File: src/common/nbp_consts.vh
`ifndef NBP_CONSTS_VH
`define NBP_CONSTS_VH

// ======================================================================
// Clock and pin timing
`define NBP_CLK_MHZ        40
`define NBP_T_WP_NS        50
`define NBP_T_WH_NS        50
`define NBP_T_WB_NS        200
`define NBP_T_REA_NS       50
`define NBP_SYNC_CYC       3
`define NBP_WP_CYC   ((`NBP_T_WP_NS * `NBP_CLK_MHZ + 999) / 1000)
`define NBP_WH_CYC   ((`NBP_T_WH_NS * `NBP_CLK_MHZ + 999) / 1000)
`define NBP_WB_CYC   ((`NBP_T_WB_NS * `NBP_CLK_MHZ + 999) / 1000)
`define NBP_RE_CYC   ((`NBP_T_REA_NS * `NBP_CLK_MHZ + 999) / 1000 + `NBP_SYNC_CYC)

// ======================================================================
// Register map (byte addresses)
`define NBP_REG_CTRL       8'h00
`define NBP_REG_ARG        8'h04
`define NBP_REG_STAT       8'h08
`define NBP_REG_OTP        8'h0c
`define NBP_CTRL_START_BIT 8
`define NBP_CTRL_WPREL_BIT 16

// ======================================================================
// Operations
`define NBP_OP_PROTECT     3'h0
`define NBP_OP_SETFEAT     3'h1
`define NBP_OP_ZEROPROG    3'h2
`define NBP_OP_OTPPROG     3'h3
`define NBP_OP_READ        3'h4
`define NBP_OP_STATUS      3'h5
`define NBP_OP_RESET       3'h6

// ======================================================================
// Step kinds
`define NBP_K_END          3'h0
`define NBP_K_CMD          3'h1
`define NBP_K_ADDR         3'h2
`define NBP_K_DWR          3'h3
`define NBP_K_WAIT         3'h4
`define NBP_K_RSTAT        3'h5
`define NBP_K_RDATA        3'h6

// ======================================================================
// Device command and feature bytes
`define NBP_EN_B0          8'h4c
`define NBP_EN_B1          8'h03
`define NBP_EN_B2          8'h1d
`define NBP_EN_B3          8'h41
`define NBP_C_PROG         8'h80
`define NBP_C_CONFIRM      8'h10
`define NBP_C_READ         8'h00
`define NBP_C_READ_GO      8'h30
`define NBP_C_STATUS       8'h70
`define NBP_C_RESET        8'hff
`define NBP_C_SETFEAT      8'hef
`define NBP_FA_OTP         8'h90
`define NBP_ZERO           8'h00
`define NBP_SR_PASS        8'he0
`define NBP_SR_FAIL        8'he1
`define NBP_SR_DONE_AGAIN  8'h60

// ======================================================================
// Limits
`define NBP_GROUP_MAX      4'hb
`define NBP_OTP_FIRST      8'h02
`define NBP_OTP_LAST       8'h31
`define NBP_PARTIAL_MAX    3'h4

`endif

File: src/rtl/nbp_phy.v
`timescale 1ns/1ps
`include "nbp_consts.vh"

module nbp_phy (
  input  wire       clk_i,
  input  wire       rst_i,
  input  wire       ce_i,
  input  wire       start_i,
  input  wire [2:0] kind_i,
  input  wire [7:0] byte_i,
  output reg        done_o,
  output reg  [7:0] rd_o,
  output reg        cle_o,
  output reg        ale_o,
  output reg        we_n_o,
  output reg        re_n_o,
  output reg  [7:0] io_o,
  output reg        io_oe_o,
  input  wire [7:0] io_i,
  input  wire       rb_n_i
);

  // Cycle counts, cut to the counter width on purpose
  localparam integer WP_CYC  = `NBP_WP_CYC;
  localparam integer WH_CYC  = `NBP_WH_CYC;
  localparam integer WB_CYC  = `NBP_WB_CYC;
  localparam integer RE_CYC  = `NBP_RE_CYC;
  localparam [7:0]   WP_LAST = WP_CYC[7:0] - 8'h01;
  localparam [7:0]   WH_LAST = WH_CYC[7:0] - 8'h01;
  localparam [7:0]   WB_LAST = WB_CYC[7:0] - 8'h01;
  localparam [7:0]   RE_LAST = RE_CYC[7:0] - 8'h01;

  localparam [7:0] S_IDLE  = 8'h01;
  localparam [7:0] S_SETUP = 8'h02;
  localparam [7:0] S_WLO   = 8'h04;
  localparam [7:0] S_WHI   = 8'h08;
  localparam [7:0] S_WB    = 8'h10;
  localparam [7:0] S_BUSY  = 8'h20;
  localparam [7:0] S_RLO   = 8'h40;
  localparam [7:0] S_RHI   = 8'h80;

  reg  [7:0] state_ff;
  reg  [7:0] cnt_ff;
  reg  [8:0] s1_ff;
  reg  [8:0] s2_ff;
  reg  [8:0] s3_ff;
  reg  [8:0] stable_ff;
  wire [7:0] io_sync;
  wire       ready_sync;
  wire [8:0] pin_raw;

  // ======================================================================
  // Busy line rides on top of the data pins
  assign pin_raw = {rb_n_i, io_i};

  // Input synchronisers, value moves once stages two and three agree
  genvar g;
  generate
    for (g = 0; g < 9; g = g + 1) begin : g_sync
      always @(posedge clk_i) begin
        if (rst_i) begin
          s1_ff[g]     <= (g == 8) ? 1'b1 : 1'b0;
          s2_ff[g]     <= (g == 8) ? 1'b1 : 1'b0;
          s3_ff[g]     <= (g == 8) ? 1'b1 : 1'b0;
          stable_ff[g] <= (g == 8) ? 1'b1 : 1'b0;
        end else if (ce_i) begin
          s1_ff[g] <= pin_raw[g];
          s2_ff[g] <= s1_ff[g];
          s3_ff[g] <= s2_ff[g];
          if (s2_ff[g] == s3_ff[g]) begin
            stable_ff[g] <= s3_ff[g];
          end
        end
      end
    end
  endgenerate

  assign io_sync    = stable_ff[7:0];
  assign ready_sync = stable_ff[8];

  // ======================================================================
  // One bus cycle per step: latch, strobe, wait or sample
  always @(posedge clk_i) begin
    if (rst_i) begin
      state_ff <= S_IDLE;
      cnt_ff   <= 8'h00;
      done_o   <= 1'b0;
      rd_o     <= 8'h00;
      cle_o    <= 1'b0;
      ale_o    <= 1'b0;
      we_n_o   <= 1'b1;
      re_n_o   <= 1'b1;
      io_o     <= 8'h00;
      io_oe_o  <= 1'b0;
    end else if (ce_i) begin
      done_o <= 1'b0;
      case (state_ff)
        S_IDLE: begin
          cnt_ff <= 8'h00;
          if (start_i) begin
            if (kind_i == `NBP_K_WAIT) begin
              state_ff <= S_WB;
            end else if (kind_i == `NBP_K_RSTAT || kind_i == `NBP_K_RDATA) begin
              re_n_o   <= 1'b0;
              state_ff <= S_RLO;
            end else begin
              cle_o    <= (kind_i == `NBP_K_CMD);
              ale_o    <= (kind_i == `NBP_K_ADDR);
              io_o     <= byte_i;
              io_oe_o  <= 1'b1;
              state_ff <= S_SETUP;
            end
          end
        end
        S_SETUP: begin
          we_n_o   <= 1'b0;
          state_ff <= S_WLO;
        end
        S_WLO: begin
          if (cnt_ff == WP_LAST) begin
            cnt_ff   <= 8'h00;
            we_n_o   <= 1'b1;
            state_ff <= S_WHI;
          end else begin
            cnt_ff <= cnt_ff + 8'h01;
          end
        end
        S_WHI: begin
          if (cnt_ff == WH_LAST) begin
            cnt_ff   <= 8'h00;
            cle_o    <= 1'b0;
            ale_o    <= 1'b0;
            io_oe_o  <= 1'b0;
            done_o   <= 1'b1;
            state_ff <= S_IDLE;
          end else begin
            cnt_ff <= cnt_ff + 8'h01;
          end
        end
        // Busy line may lag the last strobe, so hold off before looking
        S_WB: begin
          if (cnt_ff == WB_LAST) begin
            cnt_ff   <= 8'h00;
            state_ff <= S_BUSY;
          end else begin
            cnt_ff <= cnt_ff + 8'h01;
          end
        end
        S_BUSY: begin
          if (ready_sync) begin
            done_o   <= 1'b1;
            state_ff <= S_IDLE;
          end
        end
        S_RLO: begin
          if (cnt_ff == RE_LAST) begin
            cnt_ff   <= 8'h00;
            rd_o     <= io_sync;
            re_n_o   <= 1'b1;
            state_ff <= S_RHI;
          end else begin
            cnt_ff <= cnt_ff + 8'h01;
          end
        end
        S_RHI: begin
          if (cnt_ff == WH_LAST) begin
            cnt_ff   <= 8'h00;
            done_o   <= 1'b1;
            state_ff <= S_IDLE;
          end else begin
            cnt_ff <= cnt_ff + 8'h01;
          end
        end
        default: begin
          state_ff <= S_IDLE;
        end
      endcase
    end
  end

endmodule

File: src/rtl/nbp_host.v
// Behaviour
// - Protect request sends 4Ch, 03h, 1Dh, 41h then 80h immediately.
// - Five address bytes follow; group code 0 to 11 in fourth.
// - Confirm 10h, wait program time, then send FFh to leave mode.
// - Disable mode entered by set feature 90h with 10h, 00h, 00h; host sends 10h, 00h, 00h, 00h.
// - All-zero program in disable mode stops new protections; check status.
// - Feature 90h first parameter 01h enters OTP mode, 03h protect mode.
// - First parameter 00h at feature 90h leaves OTP modes.
// - Host programs OTP pages in ascending page order.
// - Host does at most four partial programs per OTP page.
// - All-zero program in OTP protect mode protects the OTP area.
//
// The address map and the Wishbone interface to the registers were decided locally.
`timescale 1ns/1ps
`include "nbp_consts.vh"

module nbp_host (
  input  wire        clk_i,
  input  wire        rst_i,
  input  wire        ce_i,
  input  wire        wb_cyc_i,
  input  wire        wb_stb_i,
  input  wire        wb_we_i,
  input  wire [7:0]  wb_adr_i,
  input  wire [3:0]  wb_sel_i,
  input  wire [31:0] wb_dat_i,
  output reg  [31:0] wb_dat_o,
  output reg         wb_ack_o,
  output reg         nand_ce_n_o,
  output wire        nand_cle_o,
  output wire        nand_ale_o,
  output wire        nand_we_n_o,
  output wire        nand_re_n_o,
  output reg         nand_wp_n_o,
  output wire [7:0]  nand_io_o,
  output wire        nand_io_oe_o,
  input  wire [7:0]  nand_io_i,
  input  wire        nand_rb_n_i
);

  localparam [2:0] S_IDLE = 3'b001;
  localparam [2:0] S_RUN  = 3'b010;
  localparam [2:0] S_WAIT = 3'b100;

  reg  [2:0]  state_ff;
  reg  [4:0]  idx_ff;
  reg  [2:0]  op_ff;
  reg  [31:0] arg_ff;
  reg         busy_ff;
  reg         done_ff;
  reg         refused_ff;
  reg  [7:0]  status_ff;
  reg  [7:0]  rdata_ff;
  reg  [7:0]  last_page_ff;
  reg  [2:0]  partial_ff;
  wire [10:0] step;
  wire [2:0]  step_kind;
  wire [7:0]  step_byte;
  wire        phy_start;
  wire        phy_done;
  wire [7:0]  phy_rd;
  wire        bus_req;
  wire        wr_ctrl;
  wire        start_req;
  wire        refuse;
  wire [7:0]  arg_byte;
  wire [7:0]  arg_page;
  wire [12:0] arg_col;
  wire [3:0]  arg_group;

  assign arg_byte  = arg_ff[7:0];
  assign arg_group = arg_ff[3:0];
  assign arg_page  = arg_ff[15:8];
  assign arg_col   = arg_ff[28:16];

  // ======================================================================
  // Step table: one device cycle per entry, END closes the operation
  function [10:0] step_of;
    input [2:0]  op;
    input [4:0]  i;
    input [7:0]  b;
    input [7:0]  pg;
    input [12:0] col;
    input [3:0]  grp;
    begin
      step_of = {`NBP_K_END, `NBP_ZERO};
      case (op)
        `NBP_OP_PROTECT: begin
          case (i)
            5'h00: step_of = {`NBP_K_CMD, `NBP_EN_B0};
            5'h01: step_of = {`NBP_K_CMD, `NBP_EN_B1};
            5'h02: step_of = {`NBP_K_CMD, `NBP_EN_B2};
            5'h03: step_of = {`NBP_K_CMD, `NBP_EN_B3};
            5'h04: step_of = {`NBP_K_CMD, `NBP_C_PROG};
            5'h05: step_of = {`NBP_K_ADDR, `NBP_ZERO};
            5'h06: step_of = {`NBP_K_ADDR, `NBP_ZERO};
            5'h07: step_of = {`NBP_K_ADDR, `NBP_ZERO};
            5'h08: step_of = {`NBP_K_ADDR, 4'h0, grp};
            5'h09: step_of = {`NBP_K_ADDR, `NBP_ZERO};
            5'h0a: step_of = {`NBP_K_CMD, `NBP_C_CONFIRM};
            5'h0b: step_of = {`NBP_K_WAIT, `NBP_ZERO};
            5'h0c: step_of = {`NBP_K_CMD, `NBP_C_STATUS};
            5'h0d: step_of = {`NBP_K_RSTAT, `NBP_ZERO};
            5'h0e: step_of = {`NBP_K_CMD, `NBP_C_RESET};
            5'h0f: step_of = {`NBP_K_WAIT, `NBP_ZERO};
            default: step_of = {`NBP_K_END, `NBP_ZERO};
          endcase
        end
        `NBP_OP_SETFEAT: begin
          case (i)
            5'h00: step_of = {`NBP_K_CMD, `NBP_C_SETFEAT};
            5'h01: step_of = {`NBP_K_ADDR, `NBP_FA_OTP};
            5'h02: step_of = {`NBP_K_DWR, b};
            5'h03: step_of = {`NBP_K_DWR, `NBP_ZERO};
            5'h04: step_of = {`NBP_K_DWR, `NBP_ZERO};
            5'h05: step_of = {`NBP_K_DWR, `NBP_ZERO};
            5'h06: step_of = {`NBP_K_WAIT, `NBP_ZERO};
            default: step_of = {`NBP_K_END, `NBP_ZERO};
          endcase
        end
        `NBP_OP_ZEROPROG: begin
          case (i)
            5'h00: step_of = {`NBP_K_CMD, `NBP_C_PROG};
            5'h01: step_of = {`NBP_K_ADDR, `NBP_ZERO};
            5'h02: step_of = {`NBP_K_ADDR, `NBP_ZERO};
            5'h03: step_of = {`NBP_K_ADDR, `NBP_ZERO};
            5'h04: step_of = {`NBP_K_ADDR, `NBP_ZERO};
            5'h05: step_of = {`NBP_K_ADDR, `NBP_ZERO};
            5'h06: step_of = {`NBP_K_DWR, `NBP_ZERO};
            5'h07: step_of = {`NBP_K_CMD, `NBP_C_CONFIRM};
            5'h08: step_of = {`NBP_K_WAIT, `NBP_ZERO};
            5'h09: step_of = {`NBP_K_CMD, `NBP_C_STATUS};
            5'h0a: step_of = {`NBP_K_RSTAT, `NBP_ZERO};
            default: step_of = {`NBP_K_END, `NBP_ZERO};
          endcase
        end
        `NBP_OP_OTPPROG: begin
          case (i)
            5'h00: step_of = {`NBP_K_CMD, `NBP_C_PROG};
            5'h01: step_of = {`NBP_K_ADDR, col[7:0]};
            5'h02: step_of = {`NBP_K_ADDR, 3'h0, col[12:8]};
            5'h03: step_of = {`NBP_K_ADDR, pg};
            5'h04: step_of = {`NBP_K_ADDR, `NBP_ZERO};
            5'h05: step_of = {`NBP_K_ADDR, `NBP_ZERO};
            5'h06: step_of = {`NBP_K_DWR, b};
            5'h07: step_of = {`NBP_K_CMD, `NBP_C_CONFIRM};
            5'h08: step_of = {`NBP_K_WAIT, `NBP_ZERO};
            5'h09: step_of = {`NBP_K_CMD, `NBP_C_STATUS};
            5'h0a: step_of = {`NBP_K_RSTAT, `NBP_ZERO};
            default: step_of = {`NBP_K_END, `NBP_ZERO};
          endcase
        end
        `NBP_OP_READ: begin
          case (i)
            5'h00: step_of = {`NBP_K_CMD, `NBP_C_READ};
            5'h01: step_of = {`NBP_K_ADDR, col[7:0]};
            5'h02: step_of = {`NBP_K_ADDR, 3'h0, col[12:8]};
            5'h03: step_of = {`NBP_K_ADDR, pg};
            5'h04: step_of = {`NBP_K_ADDR, `NBP_ZERO};
            5'h05: step_of = {`NBP_K_ADDR, `NBP_ZERO};
            5'h06: step_of = {`NBP_K_CMD, `NBP_C_READ_GO};
            5'h07: step_of = {`NBP_K_WAIT, `NBP_ZERO};
            5'h08: step_of = {`NBP_K_RDATA, `NBP_ZERO};
            default: step_of = {`NBP_K_END, `NBP_ZERO};
          endcase
        end
        `NBP_OP_STATUS: begin
          case (i)
            5'h00: step_of = {`NBP_K_CMD, `NBP_C_STATUS};
            5'h01: step_of = {`NBP_K_RSTAT, `NBP_ZERO};
            default: step_of = {`NBP_K_END, `NBP_ZERO};
          endcase
        end
        `NBP_OP_RESET: begin
          case (i)
            5'h00: step_of = {`NBP_K_CMD, `NBP_C_RESET};
            5'h01: step_of = {`NBP_K_WAIT, `NBP_ZERO};
            default: step_of = {`NBP_K_END, `NBP_ZERO};
          endcase
        end
        default: begin
          step_of = {`NBP_K_END, `NBP_ZERO};
        end
      endcase
    end
  endfunction

  assign step      = step_of(op_ff, idx_ff, arg_byte, arg_page, arg_col, arg_group);
  assign step_kind = step[10:8];
  assign step_byte = step[7:0];
  // Steps follow back to back, so no stray cycle enters a sequence
  assign phy_start = (state_ff == S_RUN) && (step_kind != `NBP_K_END);

  // ======================================================================
  // Wishbone slave decode
  assign bus_req   = wb_cyc_i && wb_stb_i && !wb_ack_o;
  assign wr_ctrl   = bus_req && wb_we_i && (wb_adr_i == `NBP_REG_CTRL);
  assign start_req = wr_ctrl && wb_sel_i[1] && wb_dat_i[`NBP_CTRL_START_BIT];

  // Refusal of requests the device must never see
  assign refuse =
    (wb_dat_i[2:0] == 3'h7) ||
    ((wb_dat_i[2:0] == `NBP_OP_PROTECT) &&
     ((arg_group > `NBP_GROUP_MAX) || !nand_wp_n_o)) ||
    ((wb_dat_i[2:0] == `NBP_OP_OTPPROG) &&
     ((arg_page < `NBP_OTP_FIRST) || (arg_page > `NBP_OTP_LAST) ||
      (arg_page < last_page_ff) ||
      ((arg_page == last_page_ff) && (partial_ff >= `NBP_PARTIAL_MAX))));

  // Registered ack, one cycle after the strobe, dropped the next cycle
  always @(posedge clk_i) begin
    if (rst_i) begin
      wb_ack_o <= 1'b0;
      wb_dat_o <= 32'h0000_0000;
    end else if (ce_i) begin
      wb_ack_o <= bus_req;
      if (bus_req && !wb_we_i) begin
        if (wb_adr_i == `NBP_REG_CTRL) begin
          wb_dat_o <= {15'h0000, !nand_wp_n_o ? 1'b0 : 1'b1, 13'h0000, op_ff};
        end else if (wb_adr_i == `NBP_REG_ARG) begin
          wb_dat_o <= arg_ff;
        end else if (wb_adr_i == `NBP_REG_STAT) begin
          wb_dat_o <= {8'h00, status_ff, rdata_ff, 4'h0,
                       (status_ff == `NBP_SR_PASS), refused_ff, done_ff, busy_ff};
        end else if (wb_adr_i == `NBP_REG_OTP) begin
          wb_dat_o <= {21'h00_0000, partial_ff, last_page_ff};
        end else begin
          wb_dat_o <= 32'h0000_0000;
        end
      end
    end
  end

  // ======================================================================
  // Argument and write protect registers
  genvar g;
  generate
    for (g = 0; g < 4; g = g + 1) begin : g_arg
      always @(posedge clk_i) begin
        if (rst_i) begin
          arg_ff[g*8 +: 8] <= 8'h00;
        end else if (ce_i && bus_req && wb_we_i && wb_sel_i[g] && !busy_ff &&
                     (wb_adr_i == `NBP_REG_ARG)) begin
          arg_ff[g*8 +: 8] <= wb_dat_i[g*8 +: 8];
        end
      end
    end
  endgenerate

  // Write protect pin, held low until software releases it
  always @(posedge clk_i) begin
    if (rst_i) begin
      nand_wp_n_o <= 1'b0;
    end else if (ce_i && wr_ctrl && wb_sel_i[2]) begin
      nand_wp_n_o <= wb_dat_i[`NBP_CTRL_WPREL_BIT];
    end
  end

  // ======================================================================
  // Operation sequencer
  always @(posedge clk_i) begin
    if (rst_i) begin
      state_ff     <= S_IDLE;
      idx_ff       <= 5'h00;
      op_ff        <= `NBP_OP_STATUS;
      busy_ff      <= 1'b0;
      done_ff      <= 1'b0;
      refused_ff   <= 1'b0;
      status_ff    <= 8'h00;
      rdata_ff     <= 8'h00;
      last_page_ff <= 8'h00;
      partial_ff   <= 3'h0;
      nand_ce_n_o  <= 1'b1;
    end else if (ce_i) begin
      case (state_ff)
        S_IDLE: begin
          if (start_req && wb_sel_i[0]) begin
            done_ff    <= 1'b0;
            refused_ff <= refuse;
            if (!refuse) begin
              op_ff       <= wb_dat_i[2:0];
              idx_ff      <= 5'h00;
              busy_ff     <= 1'b1;
              nand_ce_n_o <= 1'b0;
              state_ff    <= S_RUN;
              if (wb_dat_i[2:0] == `NBP_OP_OTPPROG) begin
                partial_ff   <= (arg_page == last_page_ff) ?
                                (partial_ff + 3'h1) : 3'h1;
                last_page_ff <= arg_page;
              end
            end
          end
        end
        S_RUN: begin
          if (step_kind == `NBP_K_END) begin
            busy_ff     <= 1'b0;
            done_ff     <= 1'b1;
            nand_ce_n_o <= 1'b1;
            state_ff    <= S_IDLE;
          end else begin
            state_ff <= S_WAIT;
          end
        end
        S_WAIT: begin
          if (phy_done) begin
            if (step_kind == `NBP_K_RSTAT) begin
              status_ff <= phy_rd;
            end
            if (step_kind == `NBP_K_RDATA) begin
              rdata_ff <= phy_rd;
            end
            idx_ff   <= idx_ff + 5'h01;
            state_ff <= S_RUN;
          end
        end
        default: begin
          state_ff <= S_IDLE;
        end
      endcase
    end
  end

  // ======================================================================
  // Pin engine
  nbp_phy u_phy (
    .clk_i   (clk_i),
    .rst_i   (rst_i),
    .ce_i    (ce_i),
    .start_i (phy_start),
    .kind_i  (step_kind),
    .byte_i  (step_byte),
    .done_o  (phy_done),
    .rd_o    (phy_rd),
    .cle_o   (nand_cle_o),
    .ale_o   (nand_ale_o),
    .we_n_o  (nand_we_n_o),
    .re_n_o  (nand_re_n_o),
    .io_o    (nand_io_o),
    .io_oe_o (nand_io_oe_o),
    .io_i    (nand_io_i),
    .rb_n_i  (nand_rb_n_i)
  );

endmodule

File: config.mk
export PLATFORM = sky130hd
export DESIGN_NAME = nbp_host
export DESIGN_NICKNAME = d
export VERILOG_FILES = /design/src/rtl/nbp_phy.v /design/src/rtl/nbp_host.v
export VERILOG_INCLUDE_DIRS = /design/src /design/src/common
export SDC_FILE = /design/constraint.sdc
export NUM_CORES = 1
export LEC_CHECK = 0
export BUFFER_PORTS_ARGS = -buffer_cell sky130_fd_sc_hd__buf_2
export CAP_MARGIN = 20
export CORE_MARGIN = 4
export CORE_UTILIZATION = 55
export DETAILED_ROUTE_END_ITERATION = 8
export PLACE_DENSITY = 0.81
export SLEW_MARGIN = 20
export SYNTH_ARGS = -nofsm -noshare
export SYNTH_HDL_FRONTEND = slang
export SYNTH_HIERARCHICAL = 1
export SYNTH_SLANG_ARGS = --single-unit
export TNS_END_PERCENT = 30
File: constraint.sdc
create_clock -name clk_i -period 4.1 [get_ports clk_i]
set_clock_uncertainty 0.1 [all_clocks]
set_input_delay 0.205 -clock clk_i [delete_from_list [all_inputs] [get_ports clk_i]]
set_output_delay 0.205 -clock clk_i [all_outputs]
set_load 0.01 [all_outputs]
==> impl_results.md, run 1 <==
- Commonest cells after routing, fill and taps aside: 188 x dfxtp_1, 168 x nor2_1, 105 x buf_2
- Via count of the first global-routing pass: 8,431
- Setup Viol. Count Final: 0
- Max rail drop VDD: 0.3114 mV
- Number of sinks handled by clock tree synthesis: 188
- Mean routed wirelength per cell: 18.28 um
- Maximum frequency from static timing analysis: between 200 and 300 MHz
- Residual DRC: 0
- Largest net degree at the start of global routing: approximately 110
- Worst Hold Path EP: wb_ack_o$_SDFFE_PP0P_
- First-pass DRT Iterations: 7
- Via Count: 8,817
- Commonest non-fill, non-tap cell in the layout: dfxtp_1
- Worst Setup End Kind: flip-flop
- TritonCTS clock tree: built
- Sequential cell area in the final layout: 3764 um2
- Most used DFF post-synth: dfxtp_1
- Post-route clock period utilization: 90.46%
- Number of buffers added by the clock tree synthesis step: 17
- Transition time at the pin with the least slew margin: 1.103 ns
- Critical register-to-register path startpoint: idx_ff[0]$_SDFFE_PP0N_
- Result of the run: finished clean
- H-tree depth reported by CTS: 4
- Count of unique library cells instantiated by Yosys: 82
- Longest Clk Path Bufs: 2
- Hold WS: 0.04267 ns
- Root buffer cell: clkbuf_16
- Routability congestion estimate: 0.9893
- Standard-cell row count: 47
- Setup tns final: 0 ns
- Worst Path Buf+Inv: 1
- Area delta synth->final: 17.30%
- Fraction of final layout cells sized beyond drive strength 1: 15.71%
- DPL Wire Length: 18,130 um
- Data arrival time of the critical path: 3.91 ns
- Classification of the worst-slack hold path: in2reg
- Critical path data required time: 4.31 ns
- Beginning of the critical path: idx_ff[0]$_SDFFE_PP0N_
- DRT iter0 DRCs: 831
- Worst-path cell chain: inv_1, ha_1, mux2i_1, mux2_2, a311oi_1, a211oi_1, o211ai_1, o31a_1, a21boi_0, o21ai_1, a21oi_1, mux2i_1, nor2_1
- Buffers inserted during post-CTS setup optimization: 0
- Path type of the worst setup path: reg2reg
- Instance count of the mapped netlist: 1,108
- Total routing usage reported by global routing: between 20% and 30%
- Warnings, synthesis: 6
- Summed instance area of the synthesized netlist: 9452 um2
- Count of placed standard cells including taps: 1,385
- Proportion of synthesized chip area in sequential cells: 39.82%
- Proportion of register bits with asynchronous set or reset after synthesis: 0%
- Yosys reg bits: 188
- Worst skew pair latency: 0.44 ns
- Antenna violations before repair: 2
- Number of synthesized flops with an enable pin: 0
- Cell with the largest stage delay on the worst path: ha_1
- Residual overflow from global routing: 0
- Worst-case headroom to the max-slew limit: 26.44%
- WHS Path Cells: 3
- Number of pins with negative max-slew slack in the final report: 0
- Depth of the worst register-to-register path: 13
- Die extent in y: 139.1 um
- Port-buffer cells: 106
- Total number of nets in the final design: 1,302
- I/O Pins: approximately 110
- HP Start: ce_i
- CP most frequent cell: mux2i_1
- Combined area of the multi-input logic cells: 5269 um2
- Final cell count without fillers: approximately 1.5k
- Top cell family by delay on the critical path: compound AO/OA/AOI/OAI gates
- Fin crit period: 3.709 ns
- Initial standard-cell utilization of the core: 56.59%
- Die boundary width: 139.1 um
- Wire length of the first global-routing pass: 42,840 um
- Minimum setup slack among reg-to-reg paths: 0.39 ns
- Final wirelength: 26,630 um
- R2R Path End: u_phy/cle_o$_SDFFE_PP0P_
- Leakage power figure: 4.470 nW
- RSZ-0062 raised after global routing: no
- Post-DRT Antenna Nets: 0
- Vias per cell: 6.051
- Die area: 19,350 um2
- Synthesized net count: 1,188
- Worst stage delay on the critical path: 0.47 ns
- Critical path fanouts, max: 13
- PD cells: 341.7 nW/um2
- Nature of the critical path startpoint: flip-flop
- Number of endpoints with negative hold slack in the final report: 0
- Final-layout fill cell count: roughly 1.3k
- Max-capacitance violation count: 0
- Syn_area_per_cell: 8.530 um2
- Clock slew seen by the registers of the worst setup and hold paths: 0.08 ns
- Area of the placeable core: about 17,000 um2
through the flow:
| step | area [um2] | total power [mW] | util [%] | setup WS [ns] |
|---|---|---|---|---|
| 2_1_floorplan | 9452 | 2.108 | - | 0.9232 |
| 3_3_place_gp | 10130 | 2.195 | 60.63 | 0.6512 |
| 3_5_place_dp | 10130 | 2.199 | 60.63 | 0.4823 |
| 4_1_cts | 11080 | 3.799 | 66.35 | 0.4359 |
| 5_1_grt | 11090 | 3.915 | 66.38 | 0.04853 |
| 6_report | 11090 | 3.789 | 66.38 | 0.3912 |
state kept, by name (all words and copies together), names as in the netlist, 9 cells and up, named ones only:
register,flops
u_phy/s3_ff,9
arg_col,13
u_phy/s2_ff,9
u_phy/s1_ff,9
wb_dat_o,32
how the worst max path moves through the flow:
stage                                    end  depth (start not counted)
global placement    u_phy/ale_o$_SDFFE_PP0P_                         13
CTS                 u_phy/cle_o$_SDFFE_PP0P_                         13
detailed placement  u_phy/cle_o$_SDFFE_PP0P_                         13
global route        u_phy/ale_o$_SDFFE_PP0P_                         13
floorplan           u_phy/ale_o$_SDFFE_PP0P_                         14
finish              u_phy/cle_o$_SDFFE_PP0P_                         13
cell type report:
| type | instances | area share, % |
|---|---|---|
| clock inverter | 15 | 1.354 |
| sequential | 188 | 33.95 |
| clock buffer | 17 | 3.837 |
| inverter | 26 | 0.8803 |
| antenna | 2 | 0.04514 |
| tap | 220 | 2.483 |
| multi-input combinational | 820 | 47.52 |
| timing repair buffer | 169 | 9.931 |
tightest hold or removal path, stage by stage:
cell,delay (ns)
buf_2,0.15
nand2b_1,0.12
a21oi_1,0.06
timing repair:
| action | in CTS | in global routing |
|---|---|---|
| hold buffers | 38 | 0 |
| gates resized for setup | 0 | 0 |
| hold endpoints to repair | 39 | 0 |
cells by family after synthesis:
group	after synthesis	synth area share, %
buffers and inverters	100	4.435
DFF	188	39.82
adders and majority gates	21	2.780
muxes	112	11.98
and+or+nand+nor	437	22.91
xor gates and xnor gates	9	0.8340
AOI/OAI and AO/OA	241	17.24
cell usage after synthesis (14+ instances only):
library cell	number	area, um2
nor2_1	168	630.6
ha_1	21	262.8
nand2_1	87	326.6
dfxtp_1	188	3764
a21oi_1	78	390.4
inv_1	24	90.09
a221oi_1	18	157.7
clkbuf_1	48	180.2
nor3_1	32	160.2
buf_2	20	100.1
o21ai_0	35	175.2
a22oi_1	14	105.1
mux2i_1	103	1031
nand3_1	31	155.2
metal layers:
metal	up-vias	global-route usage [%]	part of all wire, %
met5	-	0	0
met4	0	9.320	2.9
met3	74	5.241	7.2
met2	378	44.39	47
met1	4142	35.05	43
li1	4223	-	-
where the power goes:
| part | switching [mW] | total (mW) | internal (mW) |
|---|---|---|---|
| Combinational | 0.180 | 0.313 | 0.133 |
| Sequential | 0.0285 | 1.88 | 1.85 |
| Clock | 0.787 | 1.60 | 0.809 |
| Total | 0.996 | 3.79 | 2.79 |
No activity file was read; power rests on OpenSTA's default activity.
==> inputs of run 2 (changes only) <==
--- a/config.mk
+++ b/config.mk
@@ -9,9 +9,9 @@
 export BUFFER_PORTS_ARGS = -buffer_cell sky130_fd_sc_hd__buf_2
 export CAP_MARGIN = 20
 export CORE_MARGIN = 4
-export CORE_UTILIZATION = 55
+export CORE_UTILIZATION = 45
 export DETAILED_ROUTE_END_ITERATION = 8
-export PLACE_DENSITY = 0.81
+export PLACE_DENSITY = 0.69
 export SLEW_MARGIN = 20
 export SYNTH_ARGS = -nofsm -noshare
 export SYNTH_HDL_FRONTEND = slang
==> run 2 against run 1 <==
Compared with the run above: clock-buffer cell count is 2 higher; final area is 0.77% higher; clock power is 4% higher; combinational power hardly changed; non-clock buffer count is 2 higher; register-to-register slack worse by 0.08 ns; critical endpoint unchanged.
==> impl_results.md, run 2 (same netlist as run 1, synthesis figures left out) <==
- Result of the run: finished clean
- Fin crit period: 3.784 ns (+0.07559 ns)
- Combinational share of power: 8.1% (-0.2 points)
- Leakage power figure: 4.484 nW (+0.31%)
- Vias per cell: 5.776 (-4.5%)
- Port-buffer cells: 106 (unchanged)
- # resized after CTS: 0 (unchanged)
- Number of pins with negative max-slew slack in the final report: 0 (unchanged)
- Via count of the first global-routing pass: 8,269 (-1.9%)
- Die extent in y: 152.9 um (+9.9%)
- Sequential power share: 48.8% (-0.8 points)
- Setup tns final: 0 ns (unchanged)
- PD cells: 344.6 nW/um2 (+0.86%)
- DPL Wire Length: 18,590 um (+2.6%)
- Commonest non-fill, non-tap cell in the layout: dfxtp_1
- Max rail drop VDD: 0.2722 mV (-13%)
- TritonCTS clock tree: built
- Critical path fanouts, max: 24 (+11)
- Longest Clk Path Bufs: 2 (unchanged)
- Clock slew seen by the registers of the worst setup and hold paths: 0.08 ns (about the same)
- Minimum setup slack among reg-to-reg paths: 0.32 ns (-0.08 ns)
- Post-route clock period utilization: 92.30% (+1.8 points)
- Classification of the worst-slack hold path: in2reg
- WHS Path Cells: 3 (unchanged)
- Nature of the critical path startpoint: flip-flop
- Die boundary width: 152.9 um (+9.9%)
- Residual overflow from global routing: 0 (unchanged)
- Total number of nets in the final design: 1,304 (+0.15%)
- Path type of the worst setup path: reg2reg
- Int Power: 2.853 mW (+2.1%)
- Critical register-to-register path startpoint: idx_ff[2]$_SDFFE_PP0N_
- Wire length of the first global-routing pass: 43,060 um (+0.51%)
- Standard-cell row count: 52 (+11%)
- Number of buffers added by the clock tree synthesis step: 17 (unchanged)
- DRT iter0 DRCs: 992 (+19%)
- Maximum frequency from static timing analysis: 264.2 MHz (-2.0%)
- Number of endpoints with negative hold slack in the final report: 0 (unchanged)
- Antenna violations before repair: 0 (-2)
- R2R Path End: u_phy/cle_o$_SDFFE_PP0P_
- Depth of the worst register-to-register path: 11 (-2)
- Worst Setup End Kind: flip-flop
- Clock power share: 43.1% (+1.0 points)
- Flip-flop count of the largest register, all copies and words added: 32 (unchanged)
- Data arrival time of the critical path: 3.99 ns (+0.08 ns)
- Total routing usage reported by global routing: 22.22% (-4.6 points)
- Cell with the largest stage delay on the worst path: dfxtp_1
- Fraction of final layout cells sized beyond drive strength 1: 15.68% (-0.025 points)
- Residual DRC: 0 (unchanged)
- Setup Viol. Count Final: 0 (unchanged)
- Via Count: 8,705 (-1.3%)
- Worst skew pair latency: 0.44 ns (about the same)
- Transition time at the pin with the least slew margin: 1.004 ns (-0.09909 ns)
- Sequential cell area in the final layout: 3764 um2 (unchanged)
- Area of the placeable core: 20,430 um2 (+22%)
- H-tree depth reported by CTS: 4 (unchanged)
- Area delta synth->final: 18.20%
- Largest net degree at the start of global routing: 110 (-1.8%)
- Sw Share: 25.92% (-0.38 points)
- Commonest cells after routing, fill and taps aside: 188 x dfxtp_1, 168 x nor2_1, 105 x buf_2
- Max-capacitance violation count: 0 (unchanged)
- Final-layout fill cell count: 1,885 (+42%)
- Die area: 23,390 um2 (+21%)
- Number of sinks handled by clock tree synthesis: 188 (unchanged)
- HP Start: wb_dat_i[1]
- First-pass DRT Iterations: 6 (-1)
- Beginning of the critical path: idx_ff[2]$_SDFFE_PP0N_
- Combined area of the multi-input logic cells: 5269 um2 (unchanged)
- Reported net switching power: 0.9979 mW (+0.17%)
- Worst slack at placement: 0.3679 ns (-0.1144 ns)
- Worst-case headroom to the max-slew limit: 32.48% (+6.0 points)
- Routability congestion estimate: 1.004 (+1.4%)
- Final wirelength: 26,840 um (+0.80%)
- Count of inserted antenna diode cells: 0 (-2)
- Post-DRT Antenna Nets: 0 (unchanged)
- Root buffer cell: clkbuf_16
- Top register by number of flip-flops: wb_dat_o
- Worst Hold Path EP: op_ff[1]$_SDFFE_PP0P_
- Worst stage delay on the critical path: 0.89 ns (+0.42 ns)
- RSZ-0062 raised after global routing: no
- Initial standard-cell utilization of the core: 46.26% (-10 points)
- Post-route worst setup slack: 0.3156 ns (-0.07559 ns)
- Worst-path cell chain: nor4bb_1, nand2_1, a211oi_1, o31ai_1, o211ai_1, o31a_1, a21boi_0, o21ai_1, a21oi_1, mux2i_1, nor2_1
- I/O Pins: 107 (unchanged)
- Critical path data required time: 4.30 ns (about the same)
- Mean routed wirelength per cell: 17.81 um (-2.5%)
[run 2: cell types whose count changed in the layout (fill, tap and decap cells not counted), sizes merged]
cell    previous run  this run
buf              131       133
clkbuf            17        19
diode              2         0
inv               33        31
bufinv             0         1
clkinv             8         7
[run 2: layout make-up]
cell class	count	share of cell area, %
inverters	26	0.8736
clock buffers	19	3.875
flip-flops and latches	188	33.69
well taps	270	3.024
repair buffers	171	10.02
multi-input cells	820	47.16
clock inverters	13	1.355
[run 2: stage by stage]
stage	util [%]	hold slack (ns)	power, mW	std cells	instance area (um2)
finish	54.69	0.04266	3.850	1507	11170
global route	54.69	0.05487	3.981	1507	11170
CTS	54.59	0.04008	3.868	1505	11150
detailed placement	49.87	0.3322	2.202	1435	10190
global placement	49.87	0.3217	2.201	1435	10190
floorplan	-	0.2334	2.108	1108	9452
[run 2: critical path: cells and delay by family (launching register included)]
kind             cells  cell delay (ns)
AND/OR/NAND/NOR      3             0.70
flip-flops           1             0.89
AO/OA/AOI/OAI        7             1.72
multiplexers         1             0.23
[run 2: metal layers]
layer,vias up,track usage [%],part of all wire (%)
met5,-,0,0
met4,0,7.637,2.7
met3,60,4.326,7.3
met2,333,35.34,46
met1,4094,30.34,44
li1,4218,-,-
[run 2: repair_timing]
| action | 4_1_cts | 5_1_grt |
|---|---|---|
| hold buffers | 38 | 0 |
| endpoints found under the setup margin | 0 | 3 |
| endpoints found under the hold margin | 39 | 0 |
| setup buffers | 0 | 2 |
[run 2: how the worst max path moves through the flow]
stage	endpoint	slack, ns	depth (start not counted)
4_1_cts	u_phy/cle_o$_SDFFE_PP0P_	0.31	9
5_1_grt	u_phy/cle_o$_SDFFE_PP0P_	0.01	13
2_1_floorplan	u_phy/ale_o$_SDFFE_PP0P_	0.92	14
3_3_place_gp	u_phy/cle_o$_SDFFE_PP0P_	0.48	11
3_5_place_dp	u_phy/cle_o$_SDFFE_PP0P_	0.37	11
6_report	u_phy/cle_o$_SDFFE_PP0P_	0.32	11
[run 2: power by group through the flow]
stage	clock network, mW	logic (mW)	registers (mW)
after floorplan	0	0.194	1.91
after global placement	0	0.280	1.92
after detailed placement	0	0.280	1.92
after CTS	1.68	0.309	1.88
after global routing	1.75	0.343	1.88
final	1.66	0.313	1.88
